==> config.mk <==
export PLATFORM = sky130hd
export DESIGN_NAME = dmrt_timer
export DESIGN_NICKNAME = d
export VERILOG_FILES = /design/src/rtl/dmrt_pkg.sv /design/src/rtl/dmrt_timer.sv
export SDC_FILE = /design/constraint.sdc
export NUM_CORES = 1
export LEC_CHECK = 0
export ABC_AREA = 1
export BUFFER_PORTS_ARGS = -buffer_cell sky130_fd_sc_hd__buf_4
export CAP_MARGIN = 15
export CELL_PAD_IN_SITES_DETAIL_PLACEMENT = 1
export CELL_PAD_IN_SITES_GLOBAL_PLACEMENT = 2
export CORE_UTILIZATION = 34
export CTS_CLUSTER_DIAMETER = 30
export DETAILED_ROUTE_END_ITERATION = 16
export GPL_TIMING_DRIVEN = 0
export PLACE_DENSITY_LB_ADDON = 0.12
export SLEW_MARGIN = 20
export SYNTH_ARGS = -nofsm -noshare
export SYNTH_HDL_FRONTEND = slang
export SYNTH_SLANG_ARGS = --single-unit
==> constraint.sdc <==
create_clock -name clk -period 2.25 [get_ports clk]
set_input_delay 0.675 -clock clk [delete_from_list [all_inputs] [get_ports clk]]
set_output_delay 0.675 -clock clk [all_outputs]
set_load 0.03 [all_outputs]
==> src/rtl/dmrt_pkg.sv <==
/*
  package for the dual mode reload timer: register offsets, control field
  positions, reset values and prescale counts.
  assumes an 8-bit special function register port on the system clock.
*/
package dmrt_pkg;

  // ==========================================================
  // register offsets
  localparam logic [7:0] DMRT_ADDR_CONTROL = 8'h91;
  localparam logic [7:0] DMRT_ADDR_RELOAD_LOW = 8'h92;
  localparam logic [7:0] DMRT_ADDR_RELOAD_HIGH = 8'h93;
  localparam logic [7:0] DMRT_ADDR_COUNT_LOW = 8'h94;
  localparam logic [7:0] DMRT_ADDR_COUNT_HIGH = 8'h95;

  // ==========================================================
  // control field positions and reset values
  localparam int DMRT_BIT_HIGH_OVF = 7;
  localparam int DMRT_BIT_LOW_OVF = 6;
  localparam int DMRT_BIT_LOW_IEN = 5;
  localparam int DMRT_BIT_CAPTURE = 4;
  localparam int DMRT_BIT_SPLIT = 3;
  localparam int DMRT_BIT_RUN = 2;
  localparam int DMRT_BIT_UNUSED = 1;
  localparam int DMRT_BIT_EXT_SEL = 0;
  localparam logic [7:0] DMRT_CONTROL_RESET = 8'h00;
  localparam logic [7:0] DMRT_BYTE_RESET = 8'h00;
  localparam logic [7:0] DMRT_BYTE_ALL_ONES = 8'hFF;

  // ==========================================================
  // prescale counts
  localparam int DMRT_SYS_DIV = 12;
  localparam int DMRT_EXT_DIV = 8;
  localparam logic [3:0] DMRT_SYS_DIV_LAST = 4'(DMRT_SYS_DIV - 1);

  typedef struct packed {
    logic high_overflow_flag;
    logic low_overflow_flag;
    logic low_interrupt_enable;
    logic lfo_capture_enable;
    logic split_mode;
    logic run_control;
    logic unused;
    logic external_clock_select;
  } dmrt_control_t;

endpackage : dmrt_pkg

==> src/rtl/dmrt_timer.sv <==
/*
  dual mode reload timer: one 16-bit auto-reload counter or two 8-bit ones,
  with per-byte clock choice, overflow flags, lfo capture and interrupt request.
  assumes sfr port signals synchronous to clk; ext_div8_clk is asynchronous.
*/
`timescale 1ns/1ps
`default_nettype none
module dmrt_timer
  import dmrt_pkg::*;
(
  input wire logic clk,
  input wire logic rst,
  input wire logic [7:0] sfr_addr,
  input wire logic sfr_wr,
  input wire logic [7:0] sfr_wdata,
  input wire logic sfr_rd,
  output logic [7:0] sfr_rdata,
  input wire logic high_byte_clock_mode,
  input wire logic low_byte_clock_mode,
  input wire logic ext_div8_clk,
  input wire logic lfo_out,
  input wire logic extended_interrupt_enable,
  output logic timer_irq
);

  // ==========================================================
  // registers
  dmrt_control_t ctrl_reg;
  logic [7:0] reload_low_reg;
  logic [7:0] reload_high_reg;
  logic [7:0] count_low_reg;
  logic [7:0] count_high_reg;
  logic [7:0] rdata_reg;
  logic irq_reg;
  logic [3:0] div12_reg;
  logic tick12_reg;
  logic ext_meta_reg;
  logic ext_sync_reg;
  logic ext_prev_reg;
  logic lfo_prev_reg;
  logic cap_pend_reg;

  logic wr_ctrl;
  logic wr_rll;
  logic wr_rlh;
  logic wr_cl;
  logic wr_ch;
  logic ext_tick;
  logic slow_tick;
  logic tick_low;
  logic tick_high;
  logic step_low;
  logic step_high;
  logic wrap_low;
  logic wrap_high;
  logic wrap_full;
  logic cap_evt;

  assign wr_ctrl = sfr_wr && (sfr_addr == DMRT_ADDR_CONTROL);
  assign wr_rll = sfr_wr && (sfr_addr == DMRT_ADDR_RELOAD_LOW);
  assign wr_rlh = sfr_wr && (sfr_addr == DMRT_ADDR_RELOAD_HIGH);
  assign wr_cl = sfr_wr && (sfr_addr == DMRT_ADDR_COUNT_LOW);
  assign wr_ch = sfr_wr && (sfr_addr == DMRT_ADDR_COUNT_HIGH);

  // ==========================================================
  // clock sources
  always_ff @(posedge clk or posedge rst) begin
    if (rst) begin
      div12_reg <= 4'h0;
      tick12_reg <= 1'b0;
    end else begin
      tick12_reg <= (div12_reg == DMRT_SYS_DIV_LAST);
      div12_reg <= (div12_reg == DMRT_SYS_DIV_LAST) ? 4'h0 : div12_reg + 4'h1;
    end
  end

  // edge detect looks at the second and third stages, never the first
  always_ff @(posedge clk or posedge rst) begin
    if (rst) begin
      ext_meta_reg <= 1'b0;
      ext_sync_reg <= 1'b0;
      ext_prev_reg <= 1'b0;
    end else begin
      ext_meta_reg <= ext_div8_clk;
      ext_sync_reg <= ext_meta_reg;
      ext_prev_reg <= ext_sync_reg;
    end
  end

  assign ext_tick = ext_sync_reg && !ext_prev_reg;
  assign slow_tick = ctrl_reg.external_clock_select ? ext_tick : tick12_reg;
  assign tick_low = low_byte_clock_mode ? 1'b1 : slow_tick;
  assign tick_high = high_byte_clock_mode ? 1'b1 : slow_tick;

  // ==========================================================
  // counting
  // 16-bit mode takes its tick from the low byte selection
  assign step_low = ctrl_reg.split_mode ? tick_low : (ctrl_reg.run_control && tick_low);
  assign wrap_low = step_low && (count_low_reg == DMRT_BYTE_ALL_ONES);
  assign step_high = ctrl_reg.split_mode ? (ctrl_reg.run_control && tick_high) : wrap_low;
  assign wrap_high = step_high && (count_high_reg == DMRT_BYTE_ALL_ONES);
  assign wrap_full = !ctrl_reg.split_mode && wrap_high;

  // software write wins over a count step in the same cycle
  always_ff @(posedge clk or posedge rst) begin
    if (rst) begin
      count_low_reg <= DMRT_BYTE_RESET;
    end else if (wr_cl) begin
      count_low_reg <= sfr_wdata;
    end else if (wrap_low && (ctrl_reg.split_mode || wrap_full)) begin
      // a lone low wrap in 16-bit mode is a carry, so it falls through to the step
      count_low_reg <= reload_low_reg;
    end else if (step_low) begin
      count_low_reg <= count_low_reg + 8'h01;
    end
  end

  always_ff @(posedge clk or posedge rst) begin
    if (rst) begin
      count_high_reg <= DMRT_BYTE_RESET;
    end else if (wr_ch) begin
      count_high_reg <= sfr_wdata;
    end else if (wrap_high) begin
      count_high_reg <= reload_high_reg;
    end else if (step_high) begin
      count_high_reg <= count_high_reg + 8'h01;
    end
  end

  // ==========================================================
  // capture on lfo rising edge
  assign cap_evt = lfo_out && !lfo_prev_reg && ctrl_reg.lfo_capture_enable
    && extended_interrupt_enable;

  always_ff @(posedge clk or posedge rst) begin
    if (rst) begin
      lfo_prev_reg <= 1'b0;
    end else begin
      lfo_prev_reg <= lfo_out;
    end
  end

  // capture beats a software write to the reload pair
  always_ff @(posedge clk or posedge rst) begin
    if (rst) begin
      reload_low_reg <= DMRT_BYTE_RESET;
      reload_high_reg <= DMRT_BYTE_RESET;
    end else if (cap_evt) begin
      reload_low_reg <= count_low_reg;
      reload_high_reg <= count_high_reg;
    end else begin
      if (wr_rll) begin
        reload_low_reg <= sfr_wdata;
      end
      if (wr_rlh) begin
        reload_high_reg <= sfr_wdata;
      end
    end
  end

  // capture request held until software writes the control register
  always_ff @(posedge clk or posedge rst) begin
    if (rst) begin
      cap_pend_reg <= 1'b0;
    end else begin
      cap_pend_reg <= cap_evt || (cap_pend_reg && !wr_ctrl);
    end
  end

  // ==========================================================
  // control register, flags set by hardware win over software clear
  always_ff @(posedge clk or posedge rst) begin
    if (rst) begin
      ctrl_reg <= DMRT_CONTROL_RESET;
    end else begin
      if (wr_ctrl) begin
        ctrl_reg <= sfr_wdata;
        ctrl_reg.unused <= 1'b0;
      end
      ctrl_reg.high_overflow_flag <= (wr_ctrl ? sfr_wdata[DMRT_BIT_HIGH_OVF]
        : ctrl_reg.high_overflow_flag) || wrap_high;
      ctrl_reg.low_overflow_flag <= (wr_ctrl ? sfr_wdata[DMRT_BIT_LOW_OVF]
        : ctrl_reg.low_overflow_flag) || wrap_low;
    end
  end

  // ==========================================================
  // interrupt request and read data
  // level request; software sees the overflow sources in the two flags, the capture request in none
  always_ff @(posedge clk or posedge rst) begin
    if (rst) begin
      irq_reg <= 1'b0;
    end else begin
      irq_reg <= extended_interrupt_enable && (ctrl_reg.high_overflow_flag
        || (ctrl_reg.low_interrupt_enable && ctrl_reg.low_overflow_flag) || cap_pend_reg);
    end
  end

  always_ff @(posedge clk or posedge rst) begin
    if (rst) begin
      rdata_reg <= 8'h00;
    end else if (sfr_rd) begin
      unique case (sfr_addr)
        DMRT_ADDR_CONTROL: rdata_reg <= ctrl_reg & ~(8'h01 << DMRT_BIT_UNUSED);
        DMRT_ADDR_RELOAD_LOW: rdata_reg <= reload_low_reg;
        DMRT_ADDR_RELOAD_HIGH: rdata_reg <= reload_high_reg;
        DMRT_ADDR_COUNT_LOW: rdata_reg <= count_low_reg;
        DMRT_ADDR_COUNT_HIGH: rdata_reg <= count_high_reg;
        default: rdata_reg <= 8'h00;
      endcase
    end
  end

  assign sfr_rdata = rdata_reg;
  assign timer_irq = irq_reg;
endmodule : dmrt_timer
`default_nettype wire

==> results of run 1 <==
[worst register-to-register path, stage by stage, from the launching register on]
cell and delay, ns:
dfrtp_1 0.48, ha_1 0.29, nand2_1 0.10, nor3_2 0.25
nand3_2 0.20, nand2_2 0.23, nand2_2 0.18, o21ai_1 0.16
nand2_1 0.06, nand2_1 0.09
[logic make-up after synthesis]
group / after synthesis
xor gates and xnor gates: 11
adders and majority gates: 3
muxes: 1
buffers and inverters: 74
DFF: 58
and+or+nand+nor: 253
AOI/OAI and AO/OA: 57
[layer usage]
layer | GRT usage (%) | wire [um] | vias up
li1 | - | - | 1586
met1 | 31.0 | 5290 | 1593
met2 | 38.6 | 5210 | 68
met3 | 5.88 | 439 | 16
met4 | 8.68 | 255 | 0
met5 | 0 | 0 | -
[placed cells by master, fill, tap and decap left out, types with 2 or more instances in the layout]
cell,n
o21ai_0,15
bufinv_16,2
xor2_1,7
inv_1,59
a22oi_1,10
nand2_1,114
buf_1,2
nand3b_1,4
o21ai_1,9
buf_4,32
ha_1,3
o2111ai_1,2
nand4_1,12
dfrtp_1,57
clkbuf_8,10
nor3_2,2
clkbuf_1,4
nor2_4,2
o211ai_1,9
o22ai_1,2
nand2_2,5
nor2_1,42
clkinv_4,2
or2_2,2
a21oi_1,7
nor3_4,2
nand3_1,65
xnor2_1,4
buf_2,6
[final timing paths]
check,start,slack (ns),end,cells after the start
worst max-delay path,count_high_reg[0]$_DFFE_PP0P_,0.15,count_low_reg[6]$_DFFE_PP0P_,9
worst min-delay path,rst,0.26,ctrl_reg[2]$_DFFE_PP0P_,2
worst max register to register,count_high_reg[0]$_DFFE_PP0P_,0.15,count_low_reg[6]$_DFFE_PP0P_,9
worst min register to register,ext_meta_reg$_DFF_PP0_,0.37,ext_sync_reg$_DFF_PP0_,0
max in group asynchronous,rst,1.49,reload_low_reg[5]$_DFFE_PP0P_,3
min in group clk,ext_meta_reg$_DFF_PP0_,0.37,ext_sync_reg$_DFF_PP0_,0
[power breakdown]
group          total, mW  switching, mW  internal (mW)
Sequential          1.33          0.156           1.17
Clock               1.11          0.454          0.655
Combinational      0.491          0.303          0.188
Total               2.93          0.913           2.02
[what timing repair did]
action,4_1_cts,5_1_grt
resized for setup,0,2
hold endpoints to repair,0,0
setup endpoints to repair,0,12
[per-stage QoR]
step / area (sq um) / util (%) / instances / setup WS, ns / total power, mW
finish: 4070 / 41.8 / 639 / 0.151 / 2.93
CTS: 4060 / 41.8 / 639 / 0.0991 / 2.97
detailed placement: 3830 / 39.4 / 623 / -0.0964 / 1.84
floorplan: 3400 / - / 457 / 0.147 / 1.61
global placement: 3800 / 39.1 / 622 / -0.759 / 1.81
global route: 4070 / 41.8 / 639 / 0.00512 / 3.09
[final cells by class]
class / instances / area share [%]
Sequential cell: 58 / 35.7
Clock buffer: 10 / 3.38
Tap cell: 133 / 4.09
Inverter: 61 / 5.69
Timing Repair Buffer: 33 / 6.58
Multi-Input combinational cell: 325 / 40.8
Clock inverter: 6 / 2.21
Buffer: 13 / 1.57
==> impl_metrics.tcl, run 1 <==
set metrics [dict create \
    status "finished, final reports clean" \
    clk_root_buffer_cell "clkbuf_8" \
    tightestPinTransition_ns 0.658 \
    die_area_sq_um 10400 \
    synth-seq-area-share_pct 42.7 \
    cp_common_cell "nand2_1" \
    post-cts-setup-buffers 0 \
    syn-num-nets 485 \
    synth_area_leaders "dfrtp_1 43%, nand2_1 13%, nand3_1 9.6%" \
    multiInputGateArea_sq_um 1660 \
    power.density_nw_per_um2 720 \
    antenna_found_initial 0 \
    synth-edff-count 0 \
    port_buffers 32 \
    clock_skew_ns 0.0129 \
    drv_slew 0 \
    grtUsageTotal_pct 23.9 \
    final_nets 529 \
    yosysMostFrequentCell "nand2_1" \
    ys_warn_count 0 \
    worstPathRequired_ns 2.54 \
    synth_top_family_by_area "simple AND/OR/NAND/NOR gates" \
    hold_viol 0 \
    drtIter0Drc 151 \
    cp_slowest_cell "dfrtp_1" \
    clk_pin_slew_ns 0.08 \
    synth-simple-area-share_pct 34.0 \
    worstPathCellList "ha_1 > nand2_1 > nor3_2 > nand3_2 > nand2_2 > nand2_2 > o21ai_1 > nand2_1 > nand2_1" \
    slowest_delay_ns 0.48 \
    grt_pass1_vias 3438 \
    antenna_cells 0 \
    ant_nets 0 \
    finalCritPeriodShare_pct 93.3 \
    grt_max_degree 42 \
    synth_fa_ha_area_share_pct 1.10 \
    clockBufferDepth 2 \
    fmax_mhz 476 \
    netlist-cell-type-count 33 \
    hp-class "in -> async" \
    async_flop_share_pct 100 \
    syn-instance-count 457 \
    start_util_pct 34.9 \
    die_w_um 102 \
    cts_hold_buf 0 \
    die_y_um 102 \
    num_rows 36 \
    drc 0 \
    syn_area_per_cell_sq_um 7.44 \
    setup-tns-final_ns 0 \
    start_kind "register" \
    path_max_fanout 9 \
    htreeDepth 3 \
    p_leak_nw 2.02 \
    ff_latch_area_sq_um 1450 \
    synth_compound_area_share_pct 10.4 \
    insertion_delay_ns 0.36 \
    hpwl_um 8760 \
    coreArea_sq_um 9730 \
    cts_tree "done" \
    synthXorXnorAreaFrac_pct 2.84 \
    clkSinkCount 58 \
    grt-ovfl-total 0 \
    path_delay_family "simple AND/OR/NAND/NOR gates" \
    hold_ws_ns 0.258 \
    wl_per_cell_um 17.5 \
    setup_viol 0 \
    crit_buf_inv 0 \
    area_growth_pct 19.7 \
    vias_per_cell 5.11 \
    drv_cap 0 \
    vias 3263 \
    synth-seq-cells 58 \
    end_kind "register" \
    fillers 1279 \
    synth_flop_cell "dfrtp_1" \
    yosys.area.top_type "dfrtp_1" \
    path_class "reg -> reg" \
    synth_common_cells "114 x nand2_1, 65 x nand3_1, 60 x inv_1" \
    layout-drive-gt1-share_pct 15.0 \
    numCtsBuffers 9 \
    grt_pass1_wl_um 18200 \
    first_pass_iters 4 \
    io_pins 34 \
    synth_mux_area_share_pct 0.295 \
    relSlewSlack_pct 56.1 \
    routed_wl_um 11200 \
    rsz0062_at_grt "false" \
    cp.arrival_ns 2.39 \
    peakVddDrop_v 0.000486 \
    yosysTopAreaCellShare_pct 42.7 \
    place.gp.congestion 0.868 \
    syn_area_sq_um 3400 \
    fin_crit_ns 2.10 \
]
No activity file was read; power rests on OpenSTA's default activity.
==> run 2, diff against run 1 <==
--- a/config.mk
+++ b/config.mk
@@ -5,15 +5,15 @@
 export SDC_FILE = /design/constraint.sdc
 export NUM_CORES = 1
 export LEC_CHECK = 0
-export ABC_AREA = 1
 export BUFFER_PORTS_ARGS = -buffer_cell sky130_fd_sc_hd__buf_4
 export CAP_MARGIN = 15
 export CELL_PAD_IN_SITES_DETAIL_PLACEMENT = 1
 export CELL_PAD_IN_SITES_GLOBAL_PLACEMENT = 2
-export CORE_UTILIZATION = 34
+export CORE_UTILIZATION = 38
 export CTS_CLUSTER_DIAMETER = 30
 export DETAILED_ROUTE_END_ITERATION = 16
 export GPL_TIMING_DRIVEN = 0
+export MAX_ROUTING_LAYER = met4
 export PLACE_DENSITY_LB_ADDON = 0.12
 export SLEW_MARGIN = 20
 export SYNTH_ARGS = -nofsm -noshare
==> run 2 against run 1 <==
Worst setup slack got worse by 0.023 ns; clock power fell by 23%; sequential cell count unchanged; via count decreased by 14%; highest routed layer unchanged; sequential share of layout area increased by 2.0 points; synthesized cell count is 27% lower.
==> impl_metrics.tcl, run 2 <==
set metrics [dict create \
    fin_crit_ns 2.12 \
    grtUsageTotal_pct 25.4 \
    setup_ws_ns 0.129 \
    final_cell_mix "57 x dfrtp_1, 36 x buf_4, 32 x nor2_1, 32 x nand2_1, 29 x mux2i_1" \
    synth_flop_cell "dfrtp_1" \
    tightestPinTransition_ns 0.657 \
    cp.arrival_ns 2.36 \
    insertion_delay_ns 0.35 \
    dp_cells 468 \
    clk_pin_slew_ns 0.07 \
    yosysTopAreaCellShare_pct 44.2 \
    die_w_um 95.0 \
    clock_skew_ns 0.00715 \
    drv_cap 0 \
    final_cell_count_no_fill 485 \
    yosysMostFrequentCell "dfrtp_1" \
    relSlewSlack_pct 56.2 \
    synthXorXnorAreaFrac_pct 1.33 \
    synth_compound_area_share_pct 18.4 \
    hold_viol 0 \
    numCtsBuffers 9 \
    port_buffers 30 \
    htreeDepth 3 \
    coreArea_sq_um 8300 \
    syn-num-nets 360 \
    syn_area_per_cell_sq_um 9.89 \
    synth-seq-area-share_pct 44.2 \
    synth_common_cells "58 x dfrtp_1, 32 x nand2_1, 32 x nor2_1" \
    num_rows 33 \
    drtIter0Drc 132 \
    clk_root_buffer_cell "clkbuf_8" \
    grt_pass1_vias 2883 \
    clkSinkCount 58 \
    area_growth_pct 17.2 \
    cp_slowest_cell "dfrtp_1" \
    cts_hold_buf 0 \
    ys_warn_count 0 \
    status "finished, final reports clean" \
    cp-startpoint "count_low_reg[1]$_DFFE_PP0P_" \
    pre_cts_ws_ns -0.226 \
    start_kind "register" \
    grt_max_degree 32 \
    path_class "reg -> reg" \
    fmax_mhz 471 \
    end_kind "register" \
    start_util_pct 39.6 \
    worstPathRequired_ns 2.49 \
    cts_tree "done" \
    p_total_mw 2.59 \
    wl_per_cell_um 20.8 \
    die_y_um 95.0 \
    io_pins 34 \
    drv_slew 0 \
    antenna_cells 0 \
    synth-seq-cells 58 \
    synth_fa_ha_area_share_pct 1.14 \
    netlist-cell-type-count 57 \
    hpwl_um 7420 \
    grt-ovfl-total 0 \
    first_pass_iters 5 \
    synth-edff-count 0 \
    place.gp.congestion 0.801 \
    yosys.area.top_type "dfrtp_1" \
    worstPathCellList "ha_1 > and3_2 > and3_1 > o21a_1 > clkbuf_4 > o311a_1 > o31ai_1" \
    vias_per_cell 5.80 \
    setup_viol 0 \
    synth_mux_area_share_pct 13.6 \
    routed_wl_um 10100 \
    drc 0 \
    p_leak_nw 1.83 \
    rr_startpoint "count_low_reg[1]$_DFFE_PP0P_" \
    synth_area_leaders "dfrtp_1 44%, mux2i_1 8.8%, mux2_2 4.8%" \
    final_nets 403 \
    slowest_delay_ns 0.46 \
    synth_top_family_by_area "compound AO/OA/AOI/OAI gates" \
    synth-simple-area-share_pct 15.8 \
    path_max_fanout 10 \
    die_area_sq_um 9020 \
    finalCritPeriodShare_pct 94.3 \
    syn-instance-count 332 \
    syn_area_sq_um 3280 \
    final_common_cell "dfrtp_1" \
    antenna_found_initial 0 \
    async_flop_share_pct 100 \
    clockBufferDepth 2 \
    layout-drive-gt1-share_pct 23.2 \
    vias 2813 \
    hp-class "in -> async" \
    ant_nets 0 \
    power.density_nw_per_um2 673 \
    peakVddDrop_v 0.000298 \
    rsz0062_at_grt "false" \
    grt_pass1_wl_um 16200 \
]
-- run 2: cell count changes after synthesis, sizes merged, moves of 11 or more --
cell	previous run	this run
mux2i	1	29
nand2	119	32
nand3	66	6
nor2	44	32
a21oi	8	26
mux2	0	14
nand4	12	1
inv	61	12
o21ai	25	14
-- run 2: kinds of logic (layout without fill, tap and decap cells) --
| family | Yosys count | in the layout |
|---|---|---|
| mux | 43 | 43 |
| compound gates | 90 | 90 |
| buf+inv | 34 | 82 |
| flops | 58 | 58 |
| xor+xnor | 5 | 5 |
| fa+ha+maj | 3 | 3 |
| simple gates | 99 | 99 |
-- run 2: layout make-up --
type / count / area, sq um
inverters: 12 / 47.5
well taps: 105 / 131
plain buffers: 21 / 135
multi-input cells: 240 / 1660
clock buffers: 13 / 149
clock inverters: 3 / 15.0
flip-flops and latches: 58 / 1450
repair buffers: 33 / 260
fillers: 965 / 4450
-- run 2: metal layers --
metal	up-vias	wire (um)	GRT usage, %
met1	1435	4640	33.5
met4	0	162	8.33
li1	1302	-	-
met3	13	419	3.78
met5	-	0	-
met2	63	4860	40.0
-- run 2: worst paths after layout --
check | to | slack [ns] | depth (start not counted)
setup / recovery | count_high_reg[5]$_DFFE_PP0P_ | 0.13 | 7
hold / removal | count_low_reg[0]$_DFFE_PP0P_ | 0.32 | 2
setup reg to reg | count_high_reg[5]$_DFFE_PP0P_ | 0.13 | 7
hold reg to reg | ext_sync_reg$_DFF_PP0_ | 0.36 | 0
max in group asynchronous | ctrl_reg[7]$_DFF_PP0_ | 1.42 | 3
min in group clk | ext_sync_reg$_DFF_PP0_ | 0.36 | 0
-- run 2: power by group --
part | switching [mW] | internal, mW
Clock | 0.428 | 0.425
Combinational | 0.226 | 0.203
Sequential | 0.146 | 1.16
-- run 2: timing repair --
item,CTS,global route
setup buffers,0,2
setup endpoints to repair,0,15
resized for setup,0,4
-- run 2: through the flow --
step           TNS, ns  area [sq um]  hold WS [ns]  util, %
3_3_place_gp    -48.22          3640         0.343     43.9
4_1_cts              0          3830         0.334     46.1
2_1_floorplan        0          3280         0.331        -
6_report             0          3850         0.318     46.4
5_1_grt              0          3850         0.346     46.4
3_5_place_dp     -5.66          3660         0.348     44.1
-- run 2: worst max-delay path: cells and delay by family, from the launching register on --
kind / cells / cell delay, ns
AO/OA/AOI/OAI: 3 / 0.61
buffers and inverters: 1 / 0.22
AND/OR/NAND/NOR: 2 / 0.47
adder cells (fa/ha/maj): 1 / 0.25
flip-flops: 1 / 0.46
